## config.mk

```make
export PLATFORM = sky130hd
export DESIGN_NAME = scp_core
export DESIGN_NICKNAME = d
export VERILOG_FILES = /design/src/scp_pkg.sv /design/src/scp_core.sv
export SDC_FILE = /design/constraint.sdc
export NUM_CORES = 1
export LEC_CHECK = 0
export BUFFER_PORTS_ARGS = -buffer_cell sky130_fd_sc_hd__buf_2
export CAP_MARGIN = 20
export CORE_MARGIN = 2
export CORE_UTILIZATION = 60
export DETAILED_ROUTE_END_ITERATION = 6
export GPL_ROUTABILITY_DRIVEN = 0
export HOLD_SLACK_MARGIN = 0.02
export PLACE_DENSITY = 0.84
export SYNTH_ARGS = -nofsm -noshare
export SYNTH_HDL_FRONTEND = slang
export SYNTH_SLANG_ARGS = --single-unit
```

## constraint.sdc

```tcl
create_clock -name sys_clk_i -period 9.9 [get_ports sys_clk_i]
set_clock_uncertainty 0.1 [all_clocks]
set_input_delay 1.98 -clock sys_clk_i [delete_from_list [all_inputs] [get_ports sys_clk_i]]
set_output_delay 1.98 -clock sys_clk_i [all_outputs]
set_load 0.02 [all_outputs]
```

## src/scp_pkg.sv

```systemverilog
package scp_pkg;

	// ----------------------------------------------------------------
	// widths
	// ----------------------------------------------------------------
	localparam int PC_W    = 12;
	localparam int INSTR_W = 18;
	localparam int DATA_W  = 8;
	localparam int OP_W    = 6;
	localparam int SEL_W   = 8;
	localparam int REG_AW  = 4;
	localparam int BANKS   = 2;

	// ----------------------------------------------------------------
	// parameter defaults
	// ----------------------------------------------------------------
	localparam logic [PC_W-1:0]   INT_VECTOR_DEF   = 12'h3FF;
	localparam logic [DATA_W-1:0] HW_BUILD_DEF     = 8'h00; // arbitrary
	localparam int                SCRATCH_SIZE_DEF = 64;
	localparam int                STACK_DEPTH_DEF  = 8;

	// ----------------------------------------------------------------
	// instruction fields
	// ----------------------------------------------------------------
	localparam int OP_MSB   = 17;
	localparam int OP_LSB   = 12;
	localparam int SX_MSB   = 11;
	localparam int SX_LSB   = 8;
	localparam int SY_MSB   = 7;
	localparam int SY_LSB   = 4;
	localparam int KK_MSB   = 7;
	localparam int KK_LSB   = 0;
	localparam int KOUT_MSB = 11;
	localparam int KOUT_LSB = 4;
	localparam int KP_MSB   = 3;
	localparam int KP_LSB   = 0;
	localparam int FLAG_BIT = 0;

	// ----------------------------------------------------------------
	// stack word fields
	// ----------------------------------------------------------------
	localparam int STK_BANK   = 0;
	localparam int STK_CARRY  = 1;
	localparam int STK_ZERO   = 2;
	localparam int STK_PC_LSB = 3;

	// ----------------------------------------------------------------
	// opcodes
	// ----------------------------------------------------------------
	localparam logic [OP_W-1:0] OP_LOAD_K  = 6'h01;
	localparam logic [OP_W-1:0] OP_ADD_K   = 6'h11;
	localparam logic [OP_W-1:0] OP_HWBUILD = 6'h14;
	localparam logic [OP_W-1:0] OP_INPUT   = 6'h09;
	localparam logic [OP_W-1:0] OP_FETCH   = 6'h0B;
	localparam logic [OP_W-1:0] OP_OUTPUT  = 6'h2D;
	localparam logic [OP_W-1:0] OP_OUTK    = 6'h2B;
	localparam logic [OP_W-1:0] OP_STORE   = 6'h2F;
	localparam logic [OP_W-1:0] OP_JUMP    = 6'h22;
	localparam logic [OP_W-1:0] OP_CALL    = 6'h20;
	localparam logic [OP_W-1:0] OP_RETURN  = 6'h25;
	localparam logic [OP_W-1:0] OP_RETI    = 6'h29;
	localparam logic [OP_W-1:0] OP_INTEN   = 6'h28;
	localparam logic [OP_W-1:0] OP_REGBANK = 6'h37;

	// ----------------------------------------------------------------
	// sequencer states, gray along reset -> fetch -> execute
	// ----------------------------------------------------------------
	typedef enum logic [1:0] {
		ST_RST   = 2'h0,
		ST_FETCH = 2'h1,
		ST_EXEC  = 2'h3
	} scp_state_t;

endpackage

```

## src/scp_core.sv

```systemverilog
`timescale 1ns/10ps

module scp_core #(
	parameter logic [scp_pkg::PC_W-1:0]   INT_VECTOR   =
		scp_pkg::INT_VECTOR_DEF,
	parameter logic [scp_pkg::DATA_W-1:0] HW_BUILD     =
		scp_pkg::HW_BUILD_DEF,
	parameter int                         SCRATCH_SIZE =
		scp_pkg::SCRATCH_SIZE_DEF,
	parameter int                         STACK_DEPTH  =
		scp_pkg::STACK_DEPTH_DEF
) (
	input  wire logic                          sys_clk_i,
	input  wire logic                          rstn_i,
	output logic      [scp_pkg::PC_W-1:0]      address_o,
	input  wire logic [scp_pkg::INSTR_W-1:0]   instruction_i,
	output logic                               bram_enable_o,
	output logic      [scp_pkg::SEL_W-1:0]     port_select_o,
	output logic      [scp_pkg::DATA_W-1:0]    out_data_o,
	output logic                               write_strobe_o,
	output logic                               k_write_strobe_o,
	output logic                               read_strobe_o,
	input  wire logic [scp_pkg::DATA_W-1:0]    in_data_i,
	input  wire logic                          interrupt_i,
	output logic                               interrupt_ack_o
);
	import scp_pkg::*;

	localparam int RAM_AW = $clog2(SCRATCH_SIZE);
	localparam int SP_W   = $clog2(STACK_DEPTH);
	localparam int RF_N   = BANKS * (1 << REG_AW);
	localparam int STK_W  = PC_W + STK_PC_LSB;

	// ----------------------------------------------------------------
	// power-up reset and storage
	// ----------------------------------------------------------------
	logic                por_q = 1'b1;
	logic                int_rst;
	logic [DATA_W-1:0]   regs_q [RF_N] = '{default: '0};
	logic [DATA_W-1:0]   ram_q [SCRATCH_SIZE] = '{default: '0};
	logic [STK_W-1:0]    stack_q [STACK_DEPTH];

	// ----------------------------------------------------------------
	// sequencer state
	// ----------------------------------------------------------------
	scp_state_t          st_q, st_d;
	logic [PC_W-1:0]     pc_q, pc_d;
	logic                bram_en_q, bram_en_d;
	logic [SEL_W-1:0]    sel_q, sel_d;
	logic [DATA_W-1:0]   out_q, out_d;
	logic                wr_stb_q, wr_stb_d;
	logic                k_stb_q, k_stb_d;
	logic                rd_stb_q, rd_stb_d;
	logic                ack_q, ack_d;
	logic                ie_q, ie_d;
	logic                bank_q, bank_d;
	logic                zero_q, zero_d;
	logic                carry_q, carry_d;
	logic [SP_W-1:0]     sp_q, sp_d;
	logic [REG_AW:0]     rd_dst_q, rd_dst_d;

	// ----------------------------------------------------------------
	// decode helpers and write ports
	// ----------------------------------------------------------------
	logic [OP_W-1:0]     op;
	logic [REG_AW:0]     sx_idx;
	logic [REG_AW:0]     sy_idx;
	logic [DATA_W-1:0]   sx_val;
	logic [DATA_W-1:0]   sy_val;
	logic [DATA_W-1:0]   kk;
	logic [SEL_W-1:0]    kport;
	logic [RAM_AW-1:0]   ram_a;
	logic [DATA_W:0]     sum;
	logic [SP_W-1:0]     sp_dec;
	logic [STK_W-1:0]    stk_top;
	logic                reg_we;
	logic [REG_AW:0]     reg_wa;
	logic [DATA_W-1:0]   reg_wd;
	logic                ram_we;
	logic                push;
	logic [STK_W-1:0]    push_val;

	assign int_rst = por_q | ~rstn_i;
	assign op      = instruction_i[OP_MSB:OP_LSB];
	assign sx_idx  = {bank_q, instruction_i[SX_MSB:SX_LSB]};
	assign sy_idx  = {bank_q, instruction_i[SY_MSB:SY_LSB]};
	assign sx_val  = regs_q[sx_idx];
	assign sy_val  = regs_q[sy_idx];
	assign kk      = instruction_i[KK_MSB:KK_LSB];
	assign kport   = SEL_W'(instruction_i[KP_MSB:KP_LSB]);
	assign ram_a   = sy_val[RAM_AW-1:0];
	assign sum     = {1'b0, sx_val} + {1'b0, kk};
	assign sp_dec  = sp_q - 1'b1;
	assign stk_top = stack_q[sp_dec];

	// ----------------------------------------------------------------
	// next-state logic
	// ----------------------------------------------------------------
	always_comb begin
		st_d     = st_q;
		pc_d     = pc_q;
		bram_en_d = 1'b0;
		sel_d    = sel_q;
		out_d    = out_q;
		wr_stb_d = 1'b0;
		k_stb_d  = 1'b0;
		rd_stb_d = 1'b0;
		ack_d    = 1'b0;
		ie_d     = ie_q;
		bank_d   = bank_q;
		zero_d   = zero_q;
		carry_d  = carry_q;
		sp_d     = sp_q;
		rd_dst_d = rd_dst_q;
		reg_we   = 1'b0;
		reg_wa   = sx_idx;
		reg_wd   = kk;
		ram_we   = 1'b0;
		push     = 1'b0;
		push_val = {pc_q + 1'b1, zero_q, carry_q, bank_q};
		if (int_rst) begin
			st_d    = ST_RST;
			pc_d    = '0;
			bank_d  = 1'b0;
			ie_d    = 1'b0;
			zero_d  = 1'b0;
			carry_d = 1'b0;
			sp_d    = '0;
		end else begin
			case (st_q)
				ST_RST: begin
					st_d      = ST_FETCH;
					bram_en_d = 1'b1;
				end
				ST_FETCH: begin
					st_d = ST_EXEC;
					if (rd_stb_q) begin
						reg_we = 1'b1;
						reg_wa = rd_dst_q;
						reg_wd = in_data_i;
					end
				end
				ST_EXEC: begin
					st_d      = ST_FETCH;
					bram_en_d = 1'b1;
					pc_d      = pc_q + 1'b1;
					if (ie_q && interrupt_i) begin
						push     = 1'b1;
						push_val = {pc_q, zero_q, carry_q, bank_q};
						pc_d     = INT_VECTOR;
						ie_d     = 1'b0;
						ack_d    = 1'b1;
					end else begin
						case (op)
							OP_LOAD_K: begin
								reg_we = 1'b1;
							end
							OP_ADD_K: begin
								reg_we  = 1'b1;
								reg_wd  = sum[DATA_W-1:0];
								carry_d = sum[DATA_W];
								zero_d  = (sum[DATA_W-1:0] == '0);
							end
							OP_HWBUILD: begin
								reg_we = 1'b1;
								reg_wd = HW_BUILD;
							end
							OP_FETCH: begin
								reg_we = 1'b1;
								reg_wd = ram_q[ram_a];
							end
							OP_STORE: begin
								ram_we = 1'b1;
							end
							OP_INPUT: begin
								sel_d    = kk;
								rd_stb_d = 1'b1;
								rd_dst_d = sx_idx;
							end
							OP_OUTPUT: begin
								sel_d    = kk;
								out_d    = sx_val;
								wr_stb_d = 1'b1;
							end
							OP_OUTK: begin
								sel_d   = kport;
								out_d   = instruction_i[KOUT_MSB:KOUT_LSB];
								k_stb_d = 1'b1;
							end
							OP_JUMP: begin
								pc_d = instruction_i[PC_W-1:0];
							end
							OP_CALL: begin
								push = 1'b1;
								pc_d = instruction_i[PC_W-1:0];
							end
							OP_RETURN: begin
								sp_d = sp_dec;
								pc_d = stk_top[STK_W-1:STK_PC_LSB];
							end
							OP_RETI: begin
								sp_d    = sp_dec;
								pc_d    = stk_top[STK_W-1:STK_PC_LSB];
								zero_d  = stk_top[STK_ZERO];
								carry_d = stk_top[STK_CARRY];
								bank_d  = stk_top[STK_BANK];
								ie_d    = instruction_i[FLAG_BIT];
							end
							OP_INTEN: begin
								ie_d = instruction_i[FLAG_BIT];
							end
							OP_REGBANK: begin
								bank_d = instruction_i[FLAG_BIT];
							end
							default: begin
								pc_d = pc_q + 1'b1;
							end
						endcase
					end
					if (push) begin
						sp_d = sp_q + 1'b1;
					end
				end
				default: begin
					st_d = ST_RST;
				end
			endcase
		end
	end

	// ----------------------------------------------------------------
	// registers; storage is not cleared by reset
	// ----------------------------------------------------------------
	always_ff @(posedge sys_clk_i) begin
		por_q     <= 1'b0;
		st_q      <= st_d;
		pc_q      <= pc_d;
		bram_en_q <= bram_en_d;
		sel_q     <= sel_d;
		out_q     <= out_d;
		wr_stb_q  <= wr_stb_d;
		k_stb_q   <= k_stb_d;
		rd_stb_q  <= rd_stb_d;
		ack_q     <= ack_d;
		ie_q      <= ie_d;
		bank_q    <= bank_d;
		zero_q    <= zero_d;
		carry_q   <= carry_d;
		sp_q      <= sp_d;
		rd_dst_q  <= rd_dst_d;
	end

	always_ff @(posedge sys_clk_i) begin
		if (reg_we) begin
			regs_q[reg_wa] <= reg_wd;
		end
		if (ram_we) begin
			ram_q[ram_a] <= sx_val;
		end
		if (push) begin
			stack_q[sp_q] <= push_val;
		end
	end

	// ----------------------------------------------------------------
	// outputs
	// ----------------------------------------------------------------
	assign address_o        = pc_q;
	assign bram_enable_o    = bram_en_q;
	assign port_select_o    = sel_q;
	assign out_data_o       = out_q;
	assign write_strobe_o   = wr_stb_q;
	assign k_write_strobe_o = k_stb_q;
	assign read_strobe_o    = rd_stb_q;
	assign interrupt_ack_o  = ack_q;

endmodule

```

==> impl_metrics.csv <==
group,metric,value,unit
place,place_area,39350,µm²
cells_and_area,ff_latch_area,27300,µm²
cells_and_area,area_growth_syn_to_layout,10.74,%
floorplan,fp.dieW,256.2,µm
cells_and_area,drive_above_1_share,19.62,%
cells_and_area,multi_input_area,10200,µm²
timing,fin_setup_tns,0,ns
cells_and_area,finalNetCount,2470,
floorplan,initial_core_util,60.60,%
routing,drtAntennaViolNets,0,
cells_and_area,mostFrequentLayoutCell,"edfxtp_1",
worst_setup_path,crit_required,10.06,ns
clock_tree,cts-root-buf,"clkbuf_16",
global_route,grt_max_degree,74,
status,status,"complete, no violations",
worst_setup_path,arrival,7.98,ns
worst_setup_path,crit_fanout,36,
routing,wl_per_cell,31.77,µm
yosys,ys_seq_elements,917,
timing,worst_slew_pin_slew,1.271,ns
worst_setup_path,critPathKind,"primary input to flop",
clock_tree,clk_latency,0.66,ns
yosys,ys.flop_type,"edfxtp_1",
routing,dr_total_vias,24351,
routing,drt_drc_violations_left,0,
yosys,synth_edf_count,893,
yosys,ys_types,62,
clock_tree,cts_setup_buffers,0,
clock_tree,path_clk_slew,0.07,ns
global_route,grt_pass1_vias,23879,
hold_path,hp-class,"flop to flop",
yosys,avgSynthCellArea,16.22,µm²
yosys,ys.warnings.count,0,
floorplan,coreArea,62970,µm²
global_route,grt.total_usage,32.22,%
routing,wl,106300,µm
worst_setup_path,startpoint_type,"primary input",
floorplan,ios,62,
timing,rsz0062_at_grt,"no",
job,max-cap-violations,0,
clock_tree,cts.repair.resized,0,
clock_tree,cts_hold_buf,0,
clock_tree,cts.sinks,917,
clock_tree,h-tree-depth,3,
yosys,synth_area,38160,µm²
yosys,seq_area_frac_synth,71.53,%
clock_tree,clockBufferDepth,3,
timing,setup_violations,0,
floorplan,die_area,65630,µm²
power_and_ir_drop,power_density,194.1,nW/µm²
routing,drtPass1Iterations,6,
cells_and_area,fin_area,42260,µm²
global_route,grt_overflow,0,
cells_and_area,fillers,3880,
global_route,antenna_found_initial,5,
worst_setup_path,regToRegSetupSlack,4.16,ns
routing,drt_iter0_markers,4720,
yosys,synth-async-reset-ratio,0,%
cells_and_area,layout_common_cells,"edfxtp_1, nor2_1, nand2_1",
floorplan,rows,92,
power_and_ir_drop,leakage,13.49,nW
routing,vias_per_cell,7.275,
worst_setup_path,cp-end-kind,"flop",
place,dp_hpwl,61630,µm
clock_tree,cts_buffers,86,
timing,final_max_slew_viol_count,0,
yosys,synth_fp_nets,2396,
timing,fmax,127.9,MHz
timing,fin_crit_sh,78.98,%
timing,maxSlewHeadroom,14.95,%
global_route,grt_pass1_wl,155300,µm
timing,timing_hold_violations_final,0,
place,portBuffers,61,
power_and_ir_drop,ir_drop,207.4,µV
floorplan,die_h,256.2,µm
clock_tree,cts_tree,"yes",
timing,post-route-min-period,7.819,ns
yosys,synthCells,2353,
[routing by layer]
layer | wire [µm] | track usage [%] | vias to the layer above
li1 | - | - | 9508
met4 | 5821 | 15.37 | 2
met3 | 15500 | 9.668 | 507
met5 | 17 | 0 | -
met2 | 50780 | 50.99 | 2450
met1 | 34200 | 41.25 | 11884
[synth_stat cells (5+ instances only)]
master / number / share of area (%)
buf_1: 19 / 0.19
mux2i_1: 15 / 0.39
or4_1: 7 / 0.14
ha_1: 13 / 0.43
dfxtp_1: 24 / 1.3
o221ai_1: 44 / 1.0
a222oi_1: 8 / 0.21
xnor2_1: 16 / 0.37
nor3_1: 20 / 0.26
nand3_1: 44 / 0.58
and2_1: 11 / 0.18
a311oi_1: 5 / 0.11
mux4_2: 166 / 9.8
o22a_1: 6 / 0.14
a21oi_1: 68 / 0.89
mux2_2: 38 / 1.1
o21ai_0: 52 / 0.68
buf_6: 11 / 0.32
o31ai_1: 8 / 0.16
o22ai_1: 123 / 2.0
inv_1: 9 / 0.089
a221oi_1: 14 / 0.32
xor2_1: 13 / 0.30
nor4_1: 11 / 0.18
a211oi_1: 12 / 0.24
nor2_1: 245 / 2.4
edfxtp_1: 893 / 70
buf_2: 46 / 0.60
nand2_1: 231 / 2.3
o32ai_1: 6 / 0.14
o21ai_1: 12 / 0.16
nor3b_1: 5 / 0.098
or3_1: 8 / 0.13
nand3_2: 5 / 0.13
clkbuf_1: 61 / 0.60
nand2b_1: 14 / 0.23
buf_4: 8 / 0.16
a31oi_1: 6 / 0.098
nand2_2: 5 / 0.082
and3_1: 7 / 0.11
[cell type report]
cell class              count  area share [%]
clock buffers             103           5.294
well taps                 846           2.505
clock inverters            56           1.066
repair buffers            131           2.277
multi-input cells        1280           24.15
diodes                      3         0.01777
flip-flops and latches    917           64.60
inverters                  11         0.09771
[flip-flops by register name, indices dropped and copies added (netlist names)]
signal            count
ram_q               512
bram_enable_o         1
stack_q             104
address_o            12
regs_q              256
st_q                  2
interrupt_ack_o       1
write_strobe_o        1
k_write_strobe_o      1
ie_q                  1
out_data_o            8
sp_q                  3
read_strobe_o         1
bank_q                1
rd_dst_q              5
port_select_o         8
[stage by stage]
stage	worst slack [ns]	util (%)	std cells	total power (W)	hold WS (ns)
after floorplan	2.309	-	2353	0.004807	0.4437
after global placement	1.657	62.43	3166	0.005019	0.4600
after detailed placement	1.401	62.50	3170	0.005043	0.4904
after CTS	2.071	66.77	3329	0.008156	0.5012
after global routing	2.007	67.11	3345	0.008348	0.5625
final	2.081	67.11	3347	0.008202	0.5077
[final timing paths]
kind                                  startpoint           end  cells past startpoint
worst max-delay path            instruction_i[4]  ram_q[25][5]                      9
worst min register to register      address_o[1]  address_o[1]                      2
worst min-delay path                address_o[1]  address_o[1]                      2
worst max register to register     regs_q[15][2]  ram_q[25][5]                      7
[critical path, cell delays in order]
cell	delay [ns]
buf_4	0.57
buf_4	0.50
mux4_2	0.55
mux4_2	0.55
mux2i_4	0.84
nand3_1	1.01
buf_4	0.50
nand2b_1	0.51
nor2_1	0.90
[cell families after synthesis]
kind of cell	Yosys count	synth area share (%)
buffers and inverters	156	1.980
AND/OR/NAND/NOR	621	6.968
flip-flops	917	71.53
adder cells (fa/ha/maj)	14	0.4787
XOR/XNOR	29	0.6656
AO/OA/AOI/OAI	391	6.768
multiplexers	225	11.61
[power breakdown]
part	switching (W)	internal, W
clock	0.00144	0.00175
sequential	0.00000548	0.00430
combinational	0.000499	0.000203
(Power assumes the default switching activity.)
